[src/logic/ifm_consts.svh]
`ifndef IFM_CONSTS_SVH
`define IFM_CONSTS_SVH
// ----------------------------------------
// Register offsets
// ----------------------------------------
`define IFM_OFS_INT_CTRL   8'h0B
`define IFM_OFS_PER_FLAGS  8'h0C
`define IFM_OFS_OPTION     8'h81
`define IFM_OFS_PER_EN     8'h8C
`define IFM_OFS_CHG_SEL    8'h96
// ----------------------------------------
// Field positions
// ----------------------------------------
`define IFM_BIT_GLOBAL_EN  7
`define IFM_BIT_GROUP_EN   6
`define IFM_BIT_TIMER_EN   5
`define IFM_BIT_EXTIE      4
`define IFM_BIT_PCIE       3
`define IFM_BIT_TIMER_FLAG 2
`define IFM_BIT_EXTIF      1
`define IFM_BIT_PCIF       0
`define IFM_BIT_EDGE       6
`define IFM_BIT_ADC        6
// ----------------------------------------
// Reset values and constants
// ----------------------------------------
`define IFM_RST_INT_CTRL   8'h00
`define IFM_RST_PER        8'h00
`define IFM_RST_OPTION     8'hFF
`define IFM_RST_CHG_SEL    8'h00
`define IFM_PER_MASK       8'hC9
`define IFM_VECTOR         13'h0004
`define IFM_DUMMY_CYCLES   2'h2
`endif

[src/logic/ifm_pkg.sv]
package ifm_pkg;
   typedef enum logic [1:0] {
      IFM_Q1,
      IFM_Q2,
      IFM_Q3,
      IFM_Q4
   } ifm_phase_t;

   typedef enum logic [1:0] {
      IFM_RUN,
      IFM_PEND,
      IFM_DUMMY
   } ifm_state_t;
endpackage

[src/logic/ifm_irq_logic.sv]
// Local design decision: the strobed register port.
`timescale 1ns/1ps
`include "ifm_consts.svh"
module ifm_irq_logic #(
   parameter int PORT_W = 6,
   parameter int PC_W   = 13
) (
   input  wire logic              ref_clk,
   input  wire logic              rst_n,
   input  wire logic [7:0]        reg_addr,
   input  wire logic [7:0]        reg_wdata,
   input  wire logic              reg_wr,
   input  wire logic              reg_rd,
   output logic      [7:0]        reg_rdata,
   input  wire logic              external_interrupt_pin,
   input  wire logic [PORT_W-1:0] port_pins,
   input  wire logic              port_read,
   input  wire logic              timer0_rollover,
   input  wire logic              adc_done,
   input  wire logic              sleep_enter,
   input  wire logic              return_from_interrupt,
   input  wire logic [PC_W-1:0]   stack_pc,
   input  wire logic [PC_W-1:0]   next_pc,
   output logic                   core_irq,
   output logic                   wake_up,
   output logic                   push_pc,
   output logic      [PC_W-1:0]   push_value,
   output logic                   load_pc,
   output logic      [PC_W-1:0]   load_value,
   output logic                   dummy_cycle,
   output logic      [1:0]        q_phase
);
   // ----------------------------------------
   // Registers
   // ----------------------------------------
   ifm_pkg::ifm_phase_t phase_reg,   phase_next;
   ifm_pkg::ifm_state_t state_reg,   state_next;
   logic [7:0]          intc_reg,    intc_next;
   logic [7:0]          pflag_reg,   pflag_next;
   logic [7:0]          pen_reg,     pen_next;
   logic [7:0]          opt_reg,     opt_next;
   logic [PORT_W-1:0]   sel_reg,     sel_next;
   logic [PORT_W-1:0]   latch_reg,   latch_next;
   logic                pin_reg,     pin_next;
   logic                sleep_reg,   sleep_next;
   logic                wake_en_reg, wake_en_next;
   logic [1:0]          dcnt_reg,    dcnt_next;
   logic [7:0]          rdata_reg,   rdata_next;
   logic                irq_reg,     irq_next;
   logic                wake_reg,    wake_next;
   logic                push_reg,    push_next;
   logic                load_reg,    load_next;
   logic                dummy_reg,   dummy_next;
   logic [PC_W-1:0]     pushv_reg,   pushv_next;
   logic [PC_W-1:0]     loadv_reg,   loadv_next;

   // ----------------------------------------
   // Request forming, shared by entry and wake
   // ----------------------------------------
   function automatic logic pending(input logic [7:0] ic, input logic [7:0] pf,
                                    input logic [7:0] pe);
      logic core_pair;
      logic per_pair;
      core_pair = (ic[`IFM_BIT_EXTIE] & ic[`IFM_BIT_EXTIF]) |
                  (ic[`IFM_BIT_TIMER_EN] & ic[`IFM_BIT_TIMER_FLAG]) |
                  (ic[`IFM_BIT_PCIE] & ic[`IFM_BIT_PCIF]);
      per_pair  = |(pf & pe & `IFM_PER_MASK);
      return core_pair | (ic[`IFM_BIT_GROUP_EN] & per_pair);
   endfunction

   // ----------------------------------------
   // Combinational helpers
   // ----------------------------------------
   logic       edge_hit;
   logic       change_hit;
   logic       req_any;
   logic       wake_req;
   logic [7:0] intc_w;

   // ----------------------------------------
   // Next-state logic
   // ----------------------------------------
   always_comb begin
      phase_next   = ifm_pkg::ifm_phase_t'(phase_reg + 2'h1);
      state_next   = state_reg;
      intc_next    = intc_reg;
      pflag_next   = pflag_reg;
      pen_next     = pen_reg;
      opt_next     = opt_reg;
      sel_next     = sel_reg;
      latch_next   = latch_reg;
      pin_next     = pin_reg;
      sleep_next   = sleep_reg;
      wake_en_next = wake_en_reg;
      dcnt_next    = dcnt_reg;
      rdata_next   = 8'h00;
      push_next    = 1'b0;
      load_next    = 1'b0;
      pushv_next   = pushv_reg;
      loadv_next   = loadv_reg;
      dummy_next   = 1'b0;
      wake_next    = 1'b0;
      edge_hit     = 1'b0;
      change_hit   = 1'b0;
      wake_req     = 1'b0;
      intc_w       = intc_reg;

      // ----------------------------------------
      // External pin and port change
      // ----------------------------------------
      // Pin sampled only in Q1, so events land at the Q1-Q2 boundary
      if (phase_reg == ifm_pkg::IFM_Q1) begin
         pin_next = external_interrupt_pin;
         edge_hit = opt_reg[`IFM_BIT_EDGE] ? (external_interrupt_pin & ~pin_reg)
                                           : (~external_interrupt_pin & pin_reg);
      end
      // Port read at Q2 refreshes the latch and can mask a change
      // A change landing in the read cycle is lost; software must tolerate it
      change_hit = |((port_pins ^ latch_reg) & sel_reg);
      if (port_read && phase_reg == ifm_pkg::IFM_Q2) begin
         latch_next = port_pins;
         change_hit = 1'b0;
      end

      // ----------------------------------------
      // Register access
      // ----------------------------------------
      // Register writes first; hardware sets below win over clears
      if (reg_wr) begin
         unique case (reg_addr)
            `IFM_OFS_INT_CTRL:  intc_w     = reg_wdata;
            `IFM_OFS_PER_FLAGS: pflag_next = reg_wdata & `IFM_PER_MASK;
            `IFM_OFS_PER_EN:    pen_next   = reg_wdata & `IFM_PER_MASK;
            `IFM_OFS_OPTION:    opt_next   = reg_wdata;
            `IFM_OFS_CHG_SEL:   sel_next   = reg_wdata[PORT_W-1:0];
            default:            ;
         endcase
      end
      if (reg_rd) begin
         unique case (reg_addr)
            `IFM_OFS_INT_CTRL:  rdata_next = intc_reg;
            `IFM_OFS_PER_FLAGS: rdata_next = pflag_reg;
            `IFM_OFS_PER_EN:    rdata_next = pen_reg;
            `IFM_OFS_OPTION:    rdata_next = opt_reg;
            `IFM_OFS_CHG_SEL:   rdata_next = 8'(sel_reg);
            default:            rdata_next = 8'h00;
         endcase
      end

      // ----------------------------------------
      // Event flags
      // ----------------------------------------
      // Flags ignore all enables
      // A set in the same cycle as a software clear wins, so no event is lost
      if (edge_hit)        intc_w[`IFM_BIT_EXTIF] = 1'b1;
      if (timer0_rollover) intc_w[`IFM_BIT_TIMER_FLAG] = 1'b1;
      if (change_hit)      intc_w[`IFM_BIT_PCIF]  = 1'b1;
      if (adc_done)        pflag_next[`IFM_BIT_ADC] = 1'b1;
      if (return_from_interrupt) begin
         intc_w[`IFM_BIT_GLOBAL_EN] = 1'b1;
         load_next            = 1'b1;
         loadv_next           = stack_pc;
      end
      intc_next = intc_w;

      req_any = pending(intc_reg, pflag_reg, pen_reg);

      // ----------------------------------------
      // Sleep and wake-up
      // ----------------------------------------
      // Wake ignores global enable; the pin also needs its enable from before sleep
      wake_req = pending(intc_reg & ~(8'h01 << `IFM_BIT_EXTIF), pflag_reg, pen_reg) |
                 (intc_reg[`IFM_BIT_EXTIE] & intc_reg[`IFM_BIT_EXTIF] & wake_en_reg);
      if (sleep_enter) begin
         sleep_next   = 1'b1;
         wake_en_next = intc_reg[`IFM_BIT_EXTIE];
      end
      if (sleep_reg && wake_req) begin
         sleep_next = 1'b0;
         wake_next  = 1'b1;
      end

      // ----------------------------------------
      // Entry sequencer, advances per instruction cycle at Q4
      // ----------------------------------------
      unique case (state_reg)
         ifm_pkg::IFM_RUN: begin
            if (req_any && intc_reg[`IFM_BIT_GLOBAL_EN] && !sleep_reg
                && phase_reg == ifm_pkg::IFM_Q4) begin
               state_next = ifm_pkg::IFM_PEND;
            end
         end
         ifm_pkg::IFM_PEND: begin
            if (phase_reg == ifm_pkg::IFM_Q4) begin
               state_next = ifm_pkg::IFM_DUMMY;
               // Global enable drops with the push, so nothing re-enters in dummies
               dcnt_next  = `IFM_DUMMY_CYCLES;
               intc_next[`IFM_BIT_GLOBAL_EN] = 1'b0;
               push_next  = 1'b1;
               pushv_next = next_pc;
            end
         end
         ifm_pkg::IFM_DUMMY: begin
            dummy_next = 1'b1;
            if (phase_reg == ifm_pkg::IFM_Q4) begin
               dcnt_next = dcnt_reg - 2'h1;
               if (dcnt_reg == 2'h1) begin
                  state_next = ifm_pkg::IFM_RUN;
                  load_next  = 1'b1;
                  loadv_next = PC_W'(`IFM_VECTOR);
               end
            end
         end
         default: state_next = ifm_pkg::IFM_RUN;
      endcase

      irq_next = req_any & intc_reg[`IFM_BIT_GLOBAL_EN];
   end

   // ----------------------------------------
   // Registering
   // ----------------------------------------
   always_ff @(posedge ref_clk) begin
      if (!rst_n) begin
         phase_reg   <= ifm_pkg::IFM_Q1;
         state_reg   <= ifm_pkg::IFM_RUN;
         intc_reg    <= `IFM_RST_INT_CTRL;
         pflag_reg   <= `IFM_RST_PER;
         pen_reg     <= `IFM_RST_PER;
         // Option resets to all ones, so the pin starts on rising edges
         opt_reg     <= `IFM_RST_OPTION;
         sel_reg     <= '0;
         latch_reg   <= '0;
         pin_reg     <= 1'b0;
         sleep_reg   <= 1'b0;
         wake_en_reg <= 1'b0;
         dcnt_reg    <= 2'h0;
         rdata_reg   <= 8'h00;
         irq_reg     <= 1'b0;
         wake_reg    <= 1'b0;
         push_reg    <= 1'b0;
         load_reg    <= 1'b0;
         dummy_reg   <= 1'b0;
         pushv_reg   <= '0;
         loadv_reg   <= '0;
      end else begin
         phase_reg   <= phase_next;
         state_reg   <= state_next;
         intc_reg    <= intc_next;
         pflag_reg   <= pflag_next;
         pen_reg     <= pen_next;
         opt_reg     <= opt_next;
         sel_reg     <= sel_next;
         latch_reg   <= latch_next;
         pin_reg     <= pin_next;
         sleep_reg   <= sleep_next;
         wake_en_reg <= wake_en_next;
         dcnt_reg    <= dcnt_next;
         rdata_reg   <= rdata_next;
         irq_reg     <= irq_next;
         wake_reg    <= wake_next;
         push_reg    <= push_next;
         load_reg    <= load_next;
         dummy_reg   <= dummy_next;
         pushv_reg   <= pushv_next;
         loadv_reg   <= loadv_next;
      end
   end

   // ----------------------------------------
   // Outputs
   // ----------------------------------------
   // All straight from flip-flops, so the core sees no decode glitches
   assign reg_rdata   = rdata_reg;
   assign core_irq    = irq_reg;
   assign wake_up     = wake_reg;
   assign push_pc     = push_reg;
   assign push_value  = pushv_reg;
   assign load_pc     = load_reg;
   assign load_value  = loadv_reg;
   assign dummy_cycle = dummy_reg;
   assign q_phase     = phase_reg;
endmodule

[config.mk]
export PLATFORM = sky130hd
export DESIGN_NAME = ifm_irq_logic
export DESIGN_NICKNAME = d
export VERILOG_FILES = /design/src/logic/ifm_pkg.sv /design/src/logic/ifm_irq_logic.sv
export VERILOG_INCLUDE_DIRS = /design/src /design/src/logic
export SDC_FILE = /design/constraint.sdc
export NUM_CORES = 1
export LEC_CHECK = 0
export BUFFER_PORTS_ARGS = -buffer_cell sky130_fd_sc_hd__buf_2
export CORE_ASPECT_RATIO = 0.9
export CORE_UTILIZATION = 43
export CTS_CLUSTER_SIZE = 40
export DETAILED_ROUTE_END_ITERATION = 8
export HOLD_SLACK_MARGIN = 0.15
export PLACE_DENSITY = 0.71
export SYNTH_ARGS = -nofsm -noshare
export SYNTH_HDL_FRONTEND = slang
export SYNTH_SLANG_ARGS = --single-unit
[constraint.sdc]
create_clock -name ref_clk -period 1.35 [get_ports ref_clk]
set_input_delay 0.0675 -clock ref_clk [delete_from_list [all_inputs] [get_ports ref_clk]]
set_output_delay 0.0675 -clock ref_clk [all_outputs]
set_load 0.03 [all_outputs]
# == Word-level counts from Yosys, hierarchy flattened ==
# Cells that the tools add are included.
# totals
inputBits,58
reg_bits,84
output_inout_bits,41
ramBits,0
memories,0
latchBits,0
word_cells,128
mem_bits_ro,0
# op_classes
n_mux,33
order_cmp,0
shifts,0
multipliers,0
n_addsub,2
bitwise_logic,20
n_reduce_logical,34
div_mod_pow,0
eq_ne,14
# op_table
operator,count
two-way mux 13 bit,4
one-hot mux 8 bit (5 select lines),1
"== test 8 bit, second input constant",3
AND reduction 2 bit,12
nonzero test 2 bit,9
two-way mux 1 bit,17
"== test 8 x 4 -> 1 bit, second input constant",2
two-way mux 8 bit,2
two-way mux 7 bit,2
two-way mux 2 bit,5
AND 1 bit,8
AND 8 bit,1
"!= test 2 bit, second input constant",4
AND 6 bit,1
"== test 2 x 1 -> 1 bit, second input constant",3
bitwise OR 1 bit,6
one-hot mux 2 bit (3 select lines),1
OR reduction 6 bit,1
bitwise XOR 6 bit,1
logical AND 1 bit,5
"== test 2 bit, second input constant",2
logical NOT 2 bit,2
one-hot mux 2 bit (2 select lines),1
AND reduction 4 bit,1
7 further kinds,9

# == Depth between registers and ports, before layout ==
# logic_depth
word_depth,9
depth_mapped,6
mapped_depth_nobuf,6

# == Worst setup path before layout ==
# No wires, ideal clock.
# synth_path
path_type,register -> register
from,register phase_reg[0] (netlist: q_phase[0])
to,register pushv_reg[0] (netlist: push_value[0])
path_slack_ps,-358
period_less_slack_ps,1708
arrival_time_ps,1649
n_path_buf,1
required_time_ps,1290
stages_incl_launch_ff,6
setup_time_ps,60
cell_sequence,dfxtp_1 ha_1 nand3b_1 nor2_1 clkbuf_1 a22o_1
# synth_via
elab_chain_cells,2
# synth_rtl
element,line,rtl
start: declaration,ifm_irq_logic.sv:36,"ifm_pkg::ifm_phase_t phase_reg, phase_next;"
start signal: assignment,ifm_irq_logic.sv:225,phase_reg <= ifm_pkg::IFM_Q1;
start signal: assignment,ifm_irq_logic.sv:247,phase_reg <= phase_next;
== test 2 bit,ifm_irq_logic.sv:194,if (phase_reg == ifm_pkg::IFM_Q4) begin
AND reduction 2 bit (no source line),--,
end signal: assignment,ifm_irq_logic.sv:265,pushv_reg <= pushv_next;
end: declaration,ifm_irq_logic.sv:54,"logic [PC_W-1:0] pushv_reg, pushv_next;"
# Every way passes these cells.
# A chain may end at the register's enable or synchronous reset.

# == Worst setup path after layout ==
# layout_path
from,register pflag_reg[0]
to,register sleep_reg
# layout_via
elab_chain_cells,7
# layout_rtl
element,line,rtl
start: declaration,ifm_irq_logic.sv:39,"logic [7:0] pflag_reg, pflag_next;"
start signal: assignment,ifm_irq_logic.sv:228,pflag_reg <= `IFM_RST_PER;
start signal: assignment,ifm_irq_logic.sv:250,pflag_reg <= pflag_next;
AND 8 bit,ifm_irq_logic.sv:67,per_pair = |(pf & pe & `IFM_PER_MASK);
OR reduction 4 bit,ifm_irq_logic.sv:67,
AND 1 bit,ifm_irq_logic.sv:68,return core_pair | (ic[`IFM_BIT_GROUP_EN] & per_pair);
bitwise OR 1 bit,ifm_irq_logic.sv:68,
bitwise OR 1 bit,ifm_irq_logic.sv:172,"wake_req = pending(intc_reg & ~(8'h01 << `IFM_BIT_EXTIF), pflag_reg, pen_reg) |"
logical AND 1 bit,ifm_irq_logic.sv:178,if (sleep_reg && wake_req) begin
OR reduction 2 bit (no source line),--,
end signal: assignment,ifm_irq_logic.sv:256,sleep_reg <= sleep_next;
end: declaration,ifm_irq_logic.sv:45,"logic sleep_reg, sleep_next;"
# Every way passes these cells.

==> flow_results.xml <==
<?xml version="1.0" encoding="UTF-8"?>
<metrics>
  <group name="setup_path">
    <metric name="crit_buf_inv" unit="">0</metric>
    <metric name="max_stage_delay_on_crit_path" unit="ns">0.39</metric>
    <metric name="critPathSlowestCell" unit="">sky130_fd_sc_hd__or3_1</metric>
    <metric name="crit_arrival" unit="ns">1.58</metric>
    <metric name="crit_path_end_kind" unit="">flip-flop</metric>
    <metric name="startpoint_type" unit="">flip-flop</metric>
    <metric name="timing.critical_path.max_delay_family" unit="">compound AO/OA/AOI/OAI gates</metric>
    <metric name="timing.critical_path.cells" unit="">a22oi_1, a21boi_1, or3_1, a21oi_1</metric>
    <metric name="critical_path.max_fanout" unit="">4</metric>
    <metric name="critical_path_required" unit="ns">1.63</metric>
    <metric name="critPathKind" unit="">flip-flop to flip-flop</metric>
  </group>
  <group name="die">
    <metric name="floorplan.initialDensity" unit="">0.447</metric>
    <metric name="design.core.area" unit="um^2">7580</metric>
    <metric name="die_width" unit="um">95.5</metric>
    <metric name="fp.dieH" unit="um">86.2</metric>
    <metric name="die-area" unit="um^2">8230</metric>
    <metric name="floorplan.rows" unit="">30</metric>
    <metric name="floorplan.io_pins" unit="">99</metric>
  </group>
  <group name="clocking">
    <metric name="cts_tree" unit="">done</metric>
    <metric name="worst_setup_hold_path_clk_slew" unit="ns">0.08</metric>
    <metric name="cts_sinks" unit="">84</metric>
    <metric name="cts_buffers" unit="">9</metric>
    <metric name="clk_path_buf_depth" unit="">2</metric>
    <metric name="cts-htree-levels" unit="">3</metric>
    <metric name="ctsRootBufferMaster" unit="">sky130_fd_sc_hd__clkbuf_8</metric>
    <metric name="clock_insertion_delay_at_the_later_pin_of_the_skew_report" unit="ns">0.35</metric>
  </group>
  <group name="placement">
    <metric name="place.detailed.hpwl" unit="um">6040</metric>
    <metric name="placed_cell_area" unit="um^2">4100</metric>
    <metric name="io_buffer_count" unit="">98</metric>
    <metric name="gpl.final_weighted_congestion" unit="">0.843</metric>
    <metric name="dp_slack" unit="ns">-0.0397</metric>
  </group>
  <group name="pwr">
    <metric name="power.total" unit="mW">4.87</metric>
    <metric name="power.density" unit="nW/um^2">1020</metric>
    <metric name="max-vdd-ir-drop" unit="mV">0.625</metric>
    <metric name="leakage" unit="nW">2.19</metric>
  </group>
  <group name="sta">
    <metric name="grt_setup_unrepaired" unit="">no</metric>
    <metric name="timing.final.hold_violations" unit="">0</metric>
    <metric name="fin_tns_setup" unit="ns">0</metric>
    <metric name="setup_violations" unit="">0</metric>
    <metric name="finalClockSkew" unit="ns">0.00691</metric>
    <metric name="post-route-period-util" unit="">0.959</metric>
    <metric name="period_needed" unit="ns">1.29</metric>
    <metric name="timing_max_transition_violations_final" unit="">0</metric>
    <metric name="finalWorstSetupSlack" unit="ns">0.0550</metric>
    <metric name="fmax" unit="GHz">0.772</metric>
    <metric name="worst-slew-pin-transition" unit="ns">0.418</metric>
    <metric name="slew_headroom" unit="">0.721</metric>
  </group>
  <group name="drt">
    <metric name="drt-wirelength-per-cell" unit="um">13.9</metric>
    <metric name="drt_first_iter_violations" unit="">154</metric>
    <metric name="vias" unit="">3107</metric>
    <metric name="wirelength" unit="um">8550</metric>
    <metric name="final_antenna_net_count" unit="">0</metric>
    <metric name="routed_via_density" unit="">5.07</metric>
    <metric name="drc_errors" unit="">0</metric>
    <metric name="drtPass1Iterations" unit="">4</metric>
  </group>
  <group name="synthesis">
    <metric name="synth_warnings" unit="">0</metric>
    <metric name="postSynthRegisterBits" unit="">84</metric>
    <metric name="ys_dominant_reg_cell" unit="">sky130_fd_sc_hd__dfxtp_1</metric>
    <metric name="async_flop_share" unit="">0</metric>
    <metric name="number_of_enable_type_register_cells_in_the_synthesized_netlist" unit="">0</metric>
    <metric name="ys_types" unit="">40</metric>
    <metric name="avgSynthCellArea" unit="um^2">9.51</metric>
    <metric name="syn-num-nets" unit="">418</metric>
    <metric name="synth_sequential_area_ratio" unit="">0.497</metric>
    <metric name="post_synth_inst_count" unit="">356</metric>
    <metric name="synth_area" unit="um^2">3390</metric>
  </group>
  <group name="global_routing">
    <metric name="grt.met3_usage" unit="">0.0509</metric>
    <metric name="first_pass_grt_wire_length" unit="um">13600</metric>
    <metric name="use_met2" unit="">0.347</metric>
    <metric name="gr-max-usage-layer" unit="">met2</metric>
    <metric name="grt_remaining_overflow" unit="">0</metric>
    <metric name="grt_usage" unit="">0.214</metric>
    <metric name="grt_max_degree" unit="">16</metric>
    <metric name="antenna_violations_before_repair" unit="">0</metric>
    <metric name="use_met1" unit="">0.276</metric>
    <metric name="via_count_of_the_first_global_routing_pass" unit="">2952</metric>
  </group>
  <group name="layout">
    <metric name="final_layout_net_count" unit="">574</metric>
    <metric name="layout.cell_area.non_filler" unit="um^2">4760</metric>
    <metric name="layout-drive-gt1-share" unit="">0.271</metric>
    <metric name="fillers" unit="">682</metric>
    <metric name="area.growth.synth_to_final" unit="%">40.7</metric>
    <metric name="antenna-diode-count" unit="">0</metric>
  </group>
  <group name="flow_run">
    <metric name="max-cap-violations" unit="">0</metric>
  </group>
  <group name="outcome">
    <metric name="outcome" unit="">complete, no violations</metric>
  </group>
  <group name="worst_hold_path">
    <metric name="hp-class" unit="">input pin to flip-flop</metric>
  </group>
</metrics>
-- cell type report --
| cell class | count | area, um^2 | share of cell area |
|---|---|---|---|
| sequential | 84 | 1690 | 0.355 |
| timing repair buffer | 162 | 1120 | 0.234 |
| inverter | 8 | 30.0 | 0.00630 |
| tap | 96 | 120 | 0.0252 |
| clock buffer | 10 | 128 | 0.0268 |
| multi-input combinational | 247 | 1620 | 0.339 |
| clock inverter | 6 | 65.1 | 0.0137 |
-- layout by cell type (no fill, tap or decap), types with 3 or more instances in the layout --
master	n
sky130_fd_sc_hd__a22o_1	24
sky130_fd_sc_hd__mux2i_1	33
sky130_fd_sc_hd__and2_1	3
sky130_fd_sc_hd__and3b_1	3
sky130_fd_sc_hd__ha_1	3
sky130_fd_sc_hd__xor2_1	6
sky130_fd_sc_hd__a22oi_1	13
sky130_fd_sc_hd__nor2_1	37
sky130_fd_sc_hd__and3_1	3
sky130_fd_sc_hd__clkbuf_8	9
sky130_fd_sc_hd__buf_4	15
sky130_fd_sc_hd__dfxtp_1	82
sky130_fd_sc_hd__nor2b_1	3
sky130_fd_sc_hd__dlygate4sd3_1	47
sky130_fd_sc_hd__buf_2	97
sky130_fd_sc_hd__nand2_1	39
sky130_fd_sc_hd__inv_1	7
sky130_fd_sc_hd__a21oi_1	25
sky130_fd_sc_hd__o21ai_0	6
sky130_fd_sc_hd__nand3_1	23
-- synthesized netlist by cell type, types with 2 or more instances --
cell / instances / area [um^2]
sky130_fd_sc_hd__a21oi_1: 25 / 125
sky130_fd_sc_hd__a22o_1: 24 / 210
sky130_fd_sc_hd__a22oi_1: 13 / 97.6
sky130_fd_sc_hd__and2_1: 3 / 18.8
sky130_fd_sc_hd__and3_1: 3 / 18.8
sky130_fd_sc_hd__and3b_1: 3 / 26.3
sky130_fd_sc_hd__and4b_1: 2 / 20.0
sky130_fd_sc_hd__buf_2: 5 / 25.0
sky130_fd_sc_hd__clkbuf_1: 11 / 41.3
sky130_fd_sc_hd__dfxtp_1: 84 / 1680
sky130_fd_sc_hd__ha_1: 4 / 50.1
sky130_fd_sc_hd__inv_1: 7 / 26.3
sky130_fd_sc_hd__mux2i_1: 33 / 330
sky130_fd_sc_hd__nand2_1: 39 / 146
sky130_fd_sc_hd__nand2b_1: 2 / 12.5
sky130_fd_sc_hd__nand3_1: 23 / 115
sky130_fd_sc_hd__nor2_1: 37 / 139
sky130_fd_sc_hd__nor2b_1: 3 / 18.8
sky130_fd_sc_hd__nor3_1: 2 / 10.0
sky130_fd_sc_hd__nor4b_2: 2 / 30.0
sky130_fd_sc_hd__o21ai_0: 6 / 30.0
sky130_fd_sc_hd__or3_1: 2 / 12.5
sky130_fd_sc_hd__xor2_1: 6 / 52.6
-- metal layers --
layer,vias to the layer above,part of all wire,wire (um)
li1,1568,-,-
met5,-,0,0
met4,0,0.017,149
met2,85,0.47,3990
met3,13,0.046,391
met1,1441,0.47,4010
-- report_power, final --
group / switching (mW) / internal [mW] / total [mW]
registers: 0.0384 / 2.53 / 2.57
logic: 0.278 / 0.280 / 0.559
clock network: 0.888 / 0.855 / 1.74
-- final timing paths --
check                     end             startpoint  cells past startpoint  slack (ns)
setup / recovery    sleep_reg           pflag_reg[0]                      4        0.06
hold / removal    intc_reg[7]  return_from_interrupt                      3        0.20
setup reg to reg    sleep_reg           pflag_reg[0]                      4        0.06
hold reg to reg    q_phase[0]             q_phase[0]                      1        0.47
-- what timing repair did --
item,in CTS,in global routing
buffers inserted,0,0
resized for setup,2,2
endpoints found under the setup margin,15,14
hold buffers,47,0
endpoints found under the hold margin,65,0
pin swaps,0,0
-- worst reg2reg max path, cell delays in order (launching register included) --
cell	delay (ns)
sky130_fd_sc_hd__dfxtp_1	0.33
sky130_fd_sc_hd__a22oi_1	0.22
sky130_fd_sc_hd__a21boi_1	0.16
sky130_fd_sc_hd__or3_1	0.39
sky130_fd_sc_hd__a21oi_1	0.12
-- kinds of logic (layout without fill, tap and decap cells) --
logic type                 after synthesis  after routing  synth area share
adders and majority gates                4              4            0.0148
AOI/OAI and AO/OA                       74             74             0.150
buffers and inverters                   25            186            0.0307
DFF                                     84             84             0.497
muxes                                   33             33            0.0976
and+or+nand+nor                        130            130             0.195
xor gates and xnor gates                 6              6            0.0155
-- stage by stage --
| stage | utilization | instances | hold slack, ns |
|---|---|---|---|
| 2_1_floorplan | - | 356 | 0.191 |
| 3_3_place_gp | 0.540 | 550 | 0.287 |
| 3_5_place_dp | 0.540 | 550 | 0.295 |
| 4_1_cts | 0.628 | 613 | 0.193 |
| 5_1_grt | 0.628 | 613 | 0.228 |
| 6_report | 0.628 | 613 | 0.203 |
(Power assumes the default switching activity.)
